==> config.mk <==
export PLATFORM = sky130hd
export DESIGN_NAME = mfr_cmd_decoder
export DESIGN_NICKNAME = d
export VERILOG_FILES = /design/src/logic/mfr_cmd_pkg.sv /design/src/logic/mfr_cmd_decoder.sv
export SDC_FILE = /design/constraint.sdc
export NUM_CORES = 1
export LEC_CHECK = 0
export BUFFER_PORTS_ARGS = -buffer_cell sky130_fd_sc_hd__buf_2
export CAP_MARGIN = 10
export CELL_PAD_IN_SITES_DETAIL_PLACEMENT = 2
export CELL_PAD_IN_SITES_GLOBAL_PLACEMENT = 2
export CORE_ASPECT_RATIO = 1.1
export CORE_MARGIN = 2
export CORE_UTILIZATION = 40
export CTS_CLUSTER_SIZE = 14
export DETAILED_ROUTE_END_ITERATION = 7
export GPL_TIMING_DRIVEN = 0
export PLACE_DENSITY_LB_ADDON = 0.15
export SLEW_MARGIN = 10
export SYNTH_ARGS = -nofsm -noshare
export SYNTH_HDL_FRONTEND = slang
export SYNTH_SLANG_ARGS = --single-unit
==> constraint.sdc <==
create_clock -name clk_i -period 11.6 [get_ports clk_i]
set_input_delay 0 -clock clk_i [delete_from_list [all_inputs] [get_ports clk_i]]
set_output_delay 0 -clock clk_i [all_outputs]
set_load 0.1 [all_outputs]
==> src/logic/mfr_cmd_pkg.sv <==
// shared constants for the upper manufacturer command decoder
// assumes a pmbus protocol layer on the same clock hands over whole transactions
package mfr_cmd_pkg;

  // ****************************************************************
  // command codes
  // ****************************************************************
  localparam logic [7:0] CMD_FAULT_HISTORY_SAVE   = 8'hea;
  localparam logic [7:0] CMD_FAULT_HISTORY_ERASE  = 8'hec;
  localparam logic [7:0] CMD_INPUT_CURRENT        = 8'hed;
  localparam logic [7:0] CMD_FAULT_HISTORY_READ   = 8'hee;
  localparam logic [7:0] CMD_FAMILY_STATUS        = 8'hef;
  localparam logic [7:0] CMD_NVM_COMPARE          = 8'hf0;
  localparam logic [7:0] CMD_DIE_TEMP_PEAK        = 8'hf4;
  localparam logic [7:0] CMD_PWM_PHASE_CONFIG     = 8'hf5;
  localparam logic [7:0] CMD_SENSE_TEMP_COEFF     = 8'hf6;
  localparam logic [7:0] CMD_EXT_TEMP_SLOPE       = 8'hf8;
  localparam logic [7:0] CMD_EXT_TEMP_OFFSET      = 8'hf9;
  localparam logic [7:0] CMD_SHARED_RAIL_ADDRESS  = 8'hfa;
  localparam logic [7:0] CMD_SOFT_RESET           = 8'hfd;
  localparam logic [7:0] CMD_RANGE_LOW            = 8'hea;
  localparam logic [7:0] CMD_RANGE_HIGH           = 8'hfd;

  // ****************************************************************
  // reset values and field positions
  // ****************************************************************
  localparam logic [7:0]  PWM_PHASE_CONFIG_RST    = 8'h10;
  localparam logic [15:0] SENSE_TEMP_COEFF_RST    = 16'h0f3c;
  localparam logic [15:0] EXT_TEMP_SLOPE_RST      = 16'h4000;
  localparam logic [15:0] EXT_TEMP_OFFSET_RST     = 16'h8000;
  localparam logic [7:0]  SHARED_RAIL_ADDRESS_RST = 8'h80;
  localparam int          COMP_RANGE_LSB          = 5;  // bits 5 and 6
  localparam int          ILIM_RANGE_BIT          = 7;  // pwm mode byte
  localparam int          CML_UNPUB_WRITE_BIT     = 6;
  localparam int          PAGES                   = 2;
  localparam logic [7:0]  FAULT_HISTORY_LAST      = 8'hff; // last byte index

  // ****************************************************************
  // transaction kinds from the protocol layer
  // ****************************************************************
  typedef enum logic [2:0] {
    KIND_SEND_BYTE,
    KIND_WRITE_BYTE,
    KIND_WRITE_WORD,
    KIND_READ_BYTE,
    KIND_READ_WORD
  } txn_kind_t;

  // ****************************************************************
  // numeric formats, linear ones scaled to a common 2^-16 fixed point
  // ****************************************************************
  // exponent in 15:11, two's complement mantissa in 10:0
  function automatic logic signed [47:0] linear_11bit_to_fixed(input logic [15:0] w);
    logic [4:0] shift;
    shift = {~w[15], w[14:11]};                      // exponent plus 16
    return $signed({{37{w[10]}}, w[10:0]}) <<< shift; // signed mantissa
  endfunction

  // whole word unsigned, exponent fixed at -12
  function automatic logic signed [47:0] linear_unsigned_to_fixed(input logic [15:0] w);
    return $signed({28'h0, w, 4'h0});
  endfunction

  // whole word as unsigned integer
  function automatic logic [15:0] integer_word_value(input logic [15:0] w);
    return w;
  endfunction

endpackage
==> src/logic/mfr_cmd_decoder.sv <==
// decoder and executor for the upper manufacturer command codes
// assumes a protocol layer on clk_i delivering one transaction per pulse,
// telemetry words arriving already in linear_11bit_format on the same clock
//
// Contract
// - save-history command stores log, faults channel off
// - erase-history command initialises block, releases lock
// - input current read per page, linear format
// - history reads deliver successive bytes
// - family status bits readable
// - compare command checks working against nvm copy
// - unpaged peak die temperature since clear
// - unpaged pwm config, reset 0x10, bits 5-6
// - paged temp coefficient, default 0x0f3c, saved
// - paged external sensor slope, default 0x4000
// - paged external sensor offset, default 0x8000
// - paged shared rail address, default 0x80
// - soft reset command resets without power loss
// - save-all stores, restore-all reloads nvm commands
// - unpublished reads have no side effect
// - unpublished write sets communication fault bit 6
// - linear exponent is 5-bit field 15:11
// - unsigned linear: whole word, exponent -12
// - integer word is plain unsigned 16 bits
// - factory-set and undefined defaults handled
// - pwm mode bit 7 picks current-limit range
`timescale 1ns/1ps
`default_nettype none

module mfr_cmd_decoder
  import mfr_cmd_pkg::*;
(
  input  wire logic        clk_i,               // 200 MHz system clock
  input  wire logic        rst_i,               // synchronous, active high
  // transaction port from the protocol layer
  input  wire logic        txn_valid_i,         // one-cycle pulse per command
  input  wire logic [7:0]  txn_code_i,          // command code
  input  wire logic [2:0]  txn_kind_i,          // txn_kind_t
  input  wire logic [15:0] txn_data_i,          // write data, byte in low bits
  input  wire logic        txn_page_i,          // selected channel
  output logic             txn_hit_o,           // code lies in this block's range
  output logic             rsp_valid_o,         // one-cycle pulse, read answer
  output logic [15:0]      rsp_data_o,          // read data, byte in low bits
  // telemetry and status inputs, same clock
  input  wire logic [15:0] iin_ch0_i,           // input current, channel 0
  input  wire logic [15:0] iin_ch1_i,           // input current, channel 1
  input  wire logic [15:0] die_temp_i,          // die temperature sample
  input  wire logic        die_temp_valid_i,    // new sample pulse
  input  wire logic        peak_clear_i,        // peak clear command pulse
  input  wire logic [7:0]  family_status_i,     // shared status bits
  input  wire logic [7:0]  pwm_mode_byte_i,     // pwm mode byte of sibling decoder
  input  wire logic        nvm_save_all_i,      // save-all command pulse
  input  wire logic        nvm_restore_all_i,   // restore-all command pulse
  input  wire logic        history_lock_set_i,  // log engine locked its block
  input  wire logic [7:0]  history_byte_i,      // log byte at history_index_o
  // actions and configuration outputs
  output logic [7:0]       history_index_o,     // byte index into the log
  output logic             history_locked_o,    // history lock held
  output logic             history_save_o,      // pulse, copy log ram to nvm
  output logic             history_erase_o,     // pulse, initialise log block
  output logic             fault_off_o,         // pulse, act as channel faulted
  output logic             soft_reset_o,        // pulse, full device reset
  output logic             cml_fault_set_o,     // pulse, set cml status bit
  output logic [7:0]       cml_fault_bits_o,    // which cml bit to set
  output logic             nvm_mismatch_o,      // last compare found differences
  output logic [1:0]       comp_range_o,        // compensation range select
  output logic             ilim_high_range_o,   // 37.5 to 70 mV range selected
  output logic [7:0]       pwm_phase_config_o,  // full pwm config byte
  output logic [15:0]      sense_tc_ch0_o,      // temperature coefficient ch0
  output logic [15:0]      sense_tc_ch1_o,      // temperature coefficient ch1
  output logic [15:0]      ext_slope_ch0_o,     // sensor slope ch0
  output logic [15:0]      ext_slope_ch1_o,     // sensor slope ch1
  output logic [15:0]      ext_offset_ch0_o,    // sensor offset ch0
  output logic [15:0]      ext_offset_ch1_o,    // sensor offset ch1
  output logic [7:0]       rail_addr_ch0_o,     // shared rail address ch0
  output logic [7:0]       rail_addr_ch1_o      // shared rail address ch1
);

  // ****************************************************************
  // working and nonvolatile copies of configuration
  // ****************************************************************
  logic [7:0]  pwm_phase_config_reg;             // working pwm config
  logic [15:0] sense_tc_reg   [PAGES];           // working, per page
  logic [15:0] ext_slope_reg  [PAGES];
  logic [15:0] ext_offset_reg [PAGES];
  logic [7:0]  rail_addr_reg  [PAGES];
  logic [7:0]  nv_pwm_reg;                       // nvm image of pwm config
  logic [15:0] nv_tc_reg      [PAGES];           // nvm images, per page
  logic [15:0] nv_slope_reg   [PAGES];
  logic [15:0] nv_offset_reg  [PAGES];
  logic [7:0]  nv_rail_reg    [PAGES];

  // ****************************************************************
  // other state
  // ****************************************************************
  logic [15:0] die_peak_reg;                     // highest die temp seen
  logic        die_peak_seen_reg;                // peak holds a real sample
  logic        history_locked_reg;               // log lock flag
  logic [7:0]  history_index_reg;                // next log byte to deliver
  logic        nvm_mismatch_reg;                 // compare result
  logic        rsp_valid_reg;
  logic [15:0] rsp_data_reg;
  logic [15:0] rsp_data_next;
  logic        save_pulse_reg;
  logic        erase_pulse_reg;
  logic        soft_reset_reg;
  logic        cml_pulse_reg;
  logic        nvm_differs;                      // working differs from image

  // ****************************************************************
  // transaction decode
  // ****************************************************************
  txn_kind_t kind;
  logic      in_range;
  logic      is_send;
  logic      is_write;
  logic      is_read;
  logic      is_word;
  logic      published;
  logic      writable;
  logic      pg;

  assign kind     = txn_kind_t'(txn_kind_i);
  assign in_range = (txn_code_i >= CMD_RANGE_LOW) && (txn_code_i <= CMD_RANGE_HIGH);
  assign is_send  = txn_valid_i && in_range && (kind == KIND_SEND_BYTE);
  assign is_write = txn_valid_i && in_range &&
                    ((kind == KIND_WRITE_BYTE) || (kind == KIND_WRITE_WORD));
  assign is_read  = txn_valid_i && in_range &&
                    ((kind == KIND_READ_BYTE) || (kind == KIND_READ_WORD));
  assign is_word  = (kind == KIND_WRITE_WORD);
  assign pg       = txn_page_i;
  assign txn_hit_o = txn_valid_i && in_range;

  // published codes of the range
  always_comb begin
    case (txn_code_i)
      CMD_FAULT_HISTORY_SAVE, CMD_FAULT_HISTORY_ERASE, CMD_INPUT_CURRENT,
      CMD_FAULT_HISTORY_READ, CMD_FAMILY_STATUS, CMD_NVM_COMPARE,
      CMD_DIE_TEMP_PEAK, CMD_PWM_PHASE_CONFIG, CMD_SENSE_TEMP_COEFF,
      CMD_EXT_TEMP_SLOPE, CMD_EXT_TEMP_OFFSET, CMD_SHARED_RAIL_ADDRESS,
      CMD_SOFT_RESET: published = 1'b1;
      default:        published = 1'b0;
    endcase
  end

  // codes that accept a data write
  always_comb begin
    case (txn_code_i)
      CMD_PWM_PHASE_CONFIG, CMD_SENSE_TEMP_COEFF, CMD_EXT_TEMP_SLOPE,
      CMD_EXT_TEMP_OFFSET, CMD_SHARED_RAIL_ADDRESS: writable = 1'b1;
      default:                                      writable = 1'b0;
    endcase
  end

  // ****************************************************************
  // configuration registers with nvm save and restore
  // ****************************************************************
  // restore wins over a same-cycle write; soft reset reloads the nvm images like restore-all
  always_ff @(posedge clk_i) begin
    if (rst_i) begin
      pwm_phase_config_reg <= PWM_PHASE_CONFIG_RST;
      for (int p = 0; p < PAGES; p++) begin
        sense_tc_reg[p]   <= SENSE_TEMP_COEFF_RST;
        ext_slope_reg[p]  <= EXT_TEMP_SLOPE_RST;
        ext_offset_reg[p] <= EXT_TEMP_OFFSET_RST;
        rail_addr_reg[p]  <= SHARED_RAIL_ADDRESS_RST;
      end
    end else if (nvm_restore_all_i || soft_reset_reg) begin
      // reload every nvm-backed command from its image
      pwm_phase_config_reg <= nv_pwm_reg;
      for (int p = 0; p < PAGES; p++) begin
        sense_tc_reg[p]   <= nv_tc_reg[p];
        ext_slope_reg[p]  <= nv_slope_reg[p];
        ext_offset_reg[p] <= nv_offset_reg[p];
        rail_addr_reg[p]  <= nv_rail_reg[p];
      end
    end else if (is_write) begin
      // byte commands take a byte write, word commands a word write
      case (txn_code_i)
        CMD_PWM_PHASE_CONFIG: begin
          if (!is_word) pwm_phase_config_reg <= txn_data_i[7:0];
        end
        CMD_SENSE_TEMP_COEFF: begin
          if (is_word) sense_tc_reg[pg] <= txn_data_i;
        end
        CMD_EXT_TEMP_SLOPE: begin
          if (is_word) ext_slope_reg[pg] <= txn_data_i;
        end
        CMD_EXT_TEMP_OFFSET: begin
          if (is_word) ext_offset_reg[pg] <= txn_data_i;
        end
        CMD_SHARED_RAIL_ADDRESS: begin
          if (!is_word) rail_addr_reg[pg] <= txn_data_i[7:0];
        end
        default: begin
          // read-only and unknown codes store nothing
        end
      endcase
    end
  end

  // nvm images; reset models a freshly programmed part
  always_ff @(posedge clk_i) begin
    if (rst_i) begin
      nv_pwm_reg <= PWM_PHASE_CONFIG_RST;
      for (int p = 0; p < PAGES; p++) begin
        nv_tc_reg[p]     <= SENSE_TEMP_COEFF_RST;
        nv_slope_reg[p]  <= EXT_TEMP_SLOPE_RST;
        nv_offset_reg[p] <= EXT_TEMP_OFFSET_RST;
        nv_rail_reg[p]   <= SHARED_RAIL_ADDRESS_RST;
      end
    end else if (nvm_save_all_i) begin
      nv_pwm_reg <= pwm_phase_config_reg;
      for (int p = 0; p < PAGES; p++) begin
        nv_tc_reg[p]     <= sense_tc_reg[p];
        nv_slope_reg[p]  <= ext_slope_reg[p];
        nv_offset_reg[p] <= ext_offset_reg[p];
        nv_rail_reg[p]   <= rail_addr_reg[p];
      end
    end
  end

  // ****************************************************************
  // nvm compare
  // ****************************************************************
  // full compare in one cycle; cheap at this register count
  always_comb begin
    nvm_differs = (pwm_phase_config_reg != nv_pwm_reg);
    for (int p = 0; p < PAGES; p++) begin
      if ((sense_tc_reg[p] != nv_tc_reg[p]) || (ext_slope_reg[p] != nv_slope_reg[p]) ||
          (ext_offset_reg[p] != nv_offset_reg[p]) || (rail_addr_reg[p] != nv_rail_reg[p]))
        nvm_differs = 1'b1;
    end
  end

  // result holds until the next compare command
  always_ff @(posedge clk_i) begin
    if (rst_i) begin
      nvm_mismatch_reg <= 1'b0;
    end else if (is_send && (txn_code_i == CMD_NVM_COMPARE)) begin
      nvm_mismatch_reg <= nvm_differs;
    end
  end

  // ****************************************************************
  // peak die temperature
  // ****************************************************************
  // a sample arriving with the clear starts the new peak, so none is lost
  always_ff @(posedge clk_i) begin
    if (rst_i) begin
      die_peak_reg      <= 16'h0000;   // undefined until first sample
      die_peak_seen_reg <= 1'b0;
    end else if (die_temp_valid_i &&
                 (peak_clear_i || !die_peak_seen_reg ||
                  (linear_11bit_to_fixed(die_temp_i) >
                   linear_11bit_to_fixed(die_peak_reg)))) begin
      die_peak_reg      <= die_temp_i;
      die_peak_seen_reg <= 1'b1;
    end else if (peak_clear_i) begin
      die_peak_seen_reg <= 1'b0;
    end
  end

  // ****************************************************************
  // fault history lock and readout index
  // ****************************************************************
  // lock set by the log engine wins over an erase in the same cycle
  always_ff @(posedge clk_i) begin
    if (rst_i) begin
      history_locked_reg <= 1'b0;
    end else if (history_lock_set_i) begin
      history_locked_reg <= 1'b1;
    end else if (is_send && (txn_code_i == CMD_FAULT_HISTORY_ERASE)) begin
      history_locked_reg <= 1'b0;
    end
  end

  // each readout advances one byte; save and erase restart the record
  always_ff @(posedge clk_i) begin
    if (rst_i) begin
      history_index_reg <= 8'h00;
    end else if (is_send && ((txn_code_i == CMD_FAULT_HISTORY_SAVE) ||
                             (txn_code_i == CMD_FAULT_HISTORY_ERASE))) begin
      history_index_reg <= 8'h00;
    end else if (is_read && (txn_code_i == CMD_FAULT_HISTORY_READ)) begin
      if (history_index_reg == FAULT_HISTORY_LAST)
        history_index_reg <= 8'h00;
      else
        history_index_reg <= history_index_reg + 8'h01;
    end
  end

  // ****************************************************************
  // send-byte actions and fault flag pulses
  // ****************************************************************
  always_ff @(posedge clk_i) begin
    if (rst_i) begin
      save_pulse_reg  <= 1'b0;
      erase_pulse_reg <= 1'b0;
      soft_reset_reg  <= 1'b0;
      cml_pulse_reg   <= 1'b0;
    end else begin
      save_pulse_reg  <= is_send && (txn_code_i == CMD_FAULT_HISTORY_SAVE);
      erase_pulse_reg <= is_send && (txn_code_i == CMD_FAULT_HISTORY_ERASE);
      soft_reset_reg  <= is_send && (txn_code_i == CMD_SOFT_RESET);
      // a write to a code without writable data raises the cml bit
      cml_pulse_reg   <= is_write && (!published || !writable);
    end
  end

  // ****************************************************************
  // read answers
  // ****************************************************************
  // reads only select data; no read touches state except history
  always_comb begin
    case (txn_code_i)
      CMD_INPUT_CURRENT:       rsp_data_next = pg ? iin_ch1_i : iin_ch0_i;
      CMD_FAULT_HISTORY_READ:  rsp_data_next = {8'h00, history_byte_i};
      CMD_FAMILY_STATUS:       rsp_data_next = {8'h00, family_status_i};
      CMD_DIE_TEMP_PEAK:       rsp_data_next = die_peak_reg;
      CMD_PWM_PHASE_CONFIG:    rsp_data_next = {8'h00, pwm_phase_config_reg};
      CMD_SENSE_TEMP_COEFF:    rsp_data_next = integer_word_value(sense_tc_reg[pg]);
      CMD_EXT_TEMP_SLOPE:      rsp_data_next = ext_slope_reg[pg];
      CMD_EXT_TEMP_OFFSET:     rsp_data_next = ext_offset_reg[pg];
      CMD_SHARED_RAIL_ADDRESS: rsp_data_next = {8'h00, rail_addr_reg[pg]};
      default:                 rsp_data_next = 16'h0000;
    endcase
  end

  // answer one cycle after the request
  always_ff @(posedge clk_i) begin
    if (rst_i) begin
      rsp_valid_reg <= 1'b0;
      rsp_data_reg  <= 16'h0000;
    end else begin
      rsp_valid_reg <= is_read;
      if (is_read)
        rsp_data_reg <= rsp_data_next;
    end
  end

  // ****************************************************************
  // outputs
  // ****************************************************************
  assign rsp_valid_o        = rsp_valid_reg;
  assign rsp_data_o         = rsp_data_reg;
  assign history_index_o    = history_index_reg;
  assign history_locked_o   = history_locked_reg;
  assign history_save_o     = save_pulse_reg;
  assign fault_off_o        = save_pulse_reg;
  assign history_erase_o    = erase_pulse_reg;
  assign soft_reset_o       = soft_reset_reg;
  assign cml_fault_set_o    = cml_pulse_reg;
  assign cml_fault_bits_o   = 8'(cml_pulse_reg) << CML_UNPUB_WRITE_BIT;
  assign nvm_mismatch_o     = nvm_mismatch_reg;
  assign comp_range_o       = pwm_phase_config_reg[COMP_RANGE_LSB +: 2];
  assign ilim_high_range_o  = pwm_mode_byte_i[ILIM_RANGE_BIT];
  assign pwm_phase_config_o = pwm_phase_config_reg;
  assign sense_tc_ch0_o     = sense_tc_reg[0];
  assign sense_tc_ch1_o     = sense_tc_reg[1];
  assign ext_slope_ch0_o    = ext_slope_reg[0];
  assign ext_slope_ch1_o    = ext_slope_reg[1];
  assign ext_offset_ch0_o   = ext_offset_reg[0];
  assign ext_offset_ch1_o   = ext_offset_reg[1];
  assign rail_addr_ch0_o    = rail_addr_reg[0];
  assign rail_addr_ch1_o    = rail_addr_reg[1];

endmodule

`default_nettype wire

==> reports/results.txt <==
LEAKAGE - 0.008177 µW
number of antenna violations at the first check in global routing - 3
Port Buffers - 243
HPWL Detailed - 62,430 µm
P_int - 1970 µW
Initial Utilization - 40.28%
critical path fanouts, max - 10
Power per Cell Area - 146.2 nW/µm²
Worst Path Arrival - 5.34 ns
Adder-Cell Fraction of Synth Area - 3.180%
Synth Area in Compound Gates - 16.92%
Placer Congestion - 0.9425
Hold WS - 0.01004 ns
Yosys cell types - 72
status - complete, no violations
Area Growth Syn to Fin - 20.91%
fin cells - 2,558
net switching power - 1021 µW
Max-Cap Viols - 0
TritonCTS clock tree - yes
clk_lat worst skew - 0.56 ns
#FFs+latches synth - 288
max frequency - 202.8 MHz
core region area - 42,010 µm²
worst hold stages - 5
crit end category - flip-flop
final period utilization - 42.51%
worst r2r src - die_peak_reg[12]
1st-iter DRT viols - 1,496
total CTS buffers - 34
WL/cell - 33.05 µm
FFs w/ async S/R, synth - 0%
post-synthesis simple-gate area fraction - 16.19%
Pins Over Slew Limit - 0
synthesized area - 16,920 µm²
Sink Count - 288
RSZ-0062 raised after global routing - false
Slew @ Worst Pin - 1.315 ns
CTS clk-pin slew, worst paths - 0.06 ns
mux share of post-synthesis cell area - 6.507%
total grt overflow - 0
Post-synth EDFFs - 224
Clock Skews - 0.04085 ns
FP Rows - 79
Via density - 6.275
placed insts - 2,462
Synth Instances - 1,640
main combinational cell family by area after synthesis - compound AO/OA/AOI/OAI gates
Switching Share - 34.14%
worst path required time - 12.01 ns
vias in the first global route - 16,874
Setup TNS - 0 ns
Die Y - 219.7 µm
NumNets Final - 2,117
Logic pwr share - 21.2%
Min-Delay Path Class - input pin to flip-flop
GRT Util Overall - 37.69%
share of cells above drive strength 1 - 18.74%
Avg Cell Area, Syn - 10.32 µm²
H-tree depth - 2
Top FF cell, synth - edfxtp_1
xor/xnor share of the synthesized area - 6.263%
Worst setup SP type - flip-flop
DRC violations left - 0
CP Launch Point - die_peak_reg[12]
IO Pins - 272
final setup vio count - 0
routed vias - 16,051
deepest clock path buffer count - 3
Post-CTS Setup Bufs - 0
hold_sp - iin_ch0_i[11]
Slew HR - 12.35%
die width - 200.1 µm
largest net degree at the start of global routing - 43
Worst VDD drop - 0.1237 mV
Final Power - 2991 µW
Final Hold Fails - 0
post-route antenna net violation count - 0
critical path class - flip-flop to flip-flop
DR pass1 iterations - 5
clock root cell - clkbuf_16
full die area - 43,960 µm²
Tmin final - 4.931 ns
R2R depth - 16
Routed WL - 84,530 µm
Seq/Total Area, Yosys - 47.33%
sequential power share - 41.0%
clock share of power - 37.8%
Synthesis Warnings - 0
first-pass GRT wire length - 120,500 µm
## power groups by stage
stage                     clock network, µW  logic (µW)  registers [µW]
after global placement                    0         584            1240
final                                  1130         633            1230
after global routing                   1160         658            1230
after detailed placement                  0         606            1240
after CTS                              1120         622            1220
after floorplan                           0         257            1370
## metrics by stage
stage                     util, %  area, µm²  setup WS, ns
after CTS                   48.69      20460         6.705
after global routing        48.69      20460         6.369
after floorplan                 -      16940         7.902
after detailed placement    45.23      19000         6.729
after global placement      44.91      18870         6.687
final                       48.70      20460         6.669
## cells by family (layout without fill, tap and decap cells)
group,Yosys count,after routing
and+or+nand+nor,529,529
AOI/OAI and AO/OA,409,409
DFF,288,288
buffers and inverters,142,486
xor gates and xnor gates,121,121
muxes,107,107
adders and majority gates,43,43
other,1,8
## cells in the mapped netlist, drive strengths merged, types with 3 or more instances
library cell | count | area, µm²
edfxtp | 224 | 6726
nand2 | 129 | 484.2
nor2 | 121 | 474.2
and2 | 100 | 625.6
mux2i | 93 | 943.4
a21oi | 86 | 434.2
a22o | 84 | 735.7
o21ai | 84 | 420.4
xor2 | 79 | 691.9
clkbuf | 75 | 281.5
dfxtp | 64 | 1281
nand2b | 57 | 356.6
buf | 43 | 236.5
ha | 43 | 538.0
xnor2 | 42 | 367.9
nor4 | 29 | 193.9
nand4 | 23 | 143.9
a221oi | 21 | 183.9
inv | 20 | 75.07
nand3 | 19 | 100.1
a22oi | 17 | 127.6
nor3 | 15 | 91.34
o22a | 15 | 131.4
mux2 | 14 | 157.7
o221ai | 13 | 113.9
o22ai | 12 | 75.07
a21o | 11 | 82.58
nor2b | 11 | 68.82
a21boi | 8 | 60.06
a311oi | 8 | 70.07
a222oi | 7 | 70.07
o211ai | 7 | 52.55
o21a | 7 | 52.55
or2 | 6 | 37.54
or3 | 6 | 37.54
and4 | 5 | 43.79
o31ai | 5 | 42.54
clkinv | 4 | 15.01
and3 | 3 | 18.77
o2bb2ai | 3 | 26.28
o31a | 3 | 26.28
o41ai | 3 | 26.28
## final cells by class
class                   count  area, µm²
repair buffers            284       1674
clock buffers              44      908.4
diodes                      1      2.502
flip-flops and latches    288       8008
inverters                  24      90.09
well taps                 567      709.4
plain buffers             118      519.2
clock inverters            16      197.7
fillers                  4415      21550
multi-input cells        1216       8349
## cells in the final DEF (no fill, tap or decap), drive strengths merged, types with 7 or more instances in the layout
| master | n |
|---|---|
| o22a | 15 |
| clkinv | 13 |
| xnor2 | 42 |
| o221ai | 13 |
| clkbuf | 119 |
| o22ai | 12 |
| buf | 292 |
| nand2b | 57 |
| nor2b | 11 |
| ha | 43 |
| conb | 7 |
| nand4 | 23 |
| nand2 | 129 |
| a311oi | 8 |
| a21o | 11 |
| o21ai | 84 |
| a21boi | 8 |
| and2 | 100 |
| xor2 | 79 |
| nor2 | 121 |
| nand3 | 19 |
| a222oi | 7 |
| dfxtp | 64 |
| a221oi | 21 |
| nor4 | 29 |
| dlygate4sd3 | 35 |
| o211ai | 7 |
| edfxtp | 224 |
| mux2i | 93 |
| inv | 22 |
| a22oi | 17 |
| o21a | 7 |
| a21oi | 86 |
| mux2 | 14 |
| a22o | 84 |
| nor3 | 15 |
## worst paths after layout
kind / to / slack (ns)
worst min register to register: rsp_data_o[6] / 0.46
worst max-delay path: die_peak_reg[4] / 6.67
worst min-delay path: rsp_data_o[11] / 0.01
worst max register to register: die_peak_reg[4] / 6.67
## routing by layer
layer  track usage [%]  wire length [µm]
met5                 0                10
met4             24.88              6420
met3             6.832              6327
met2             64.77             40810
met1             43.35             30960
## repair_timing
item | 4_1_cts | 5_1_grt
hold buffers | 35 | 0
resized for setup | 0 | 0
endpoints found under the hold margin | 63 | 0
setup endpoints to repair | 0 | 0
## worst max-delay path, stage by stage (launching register included)
cell,delay (ns)
dfxtp_1,0.32
clkbuf_1,0.46
mux2_2,0.42
o21ai_0,0.58
o21ai_0,0.33
mux2i_1,0.31
o21a_1,0.18
ha_1,0.25
a21o_1,0.19
a221o_1,0.36
a221oi_1,0.32
o21a_1,0.18
o211ai_1,0.14
mux2i_4,0.35
nor2_4,0.12
buf_6,0.18
mux2i_1,0.13
Note: power is estimated with default switching activity, not from simulation.
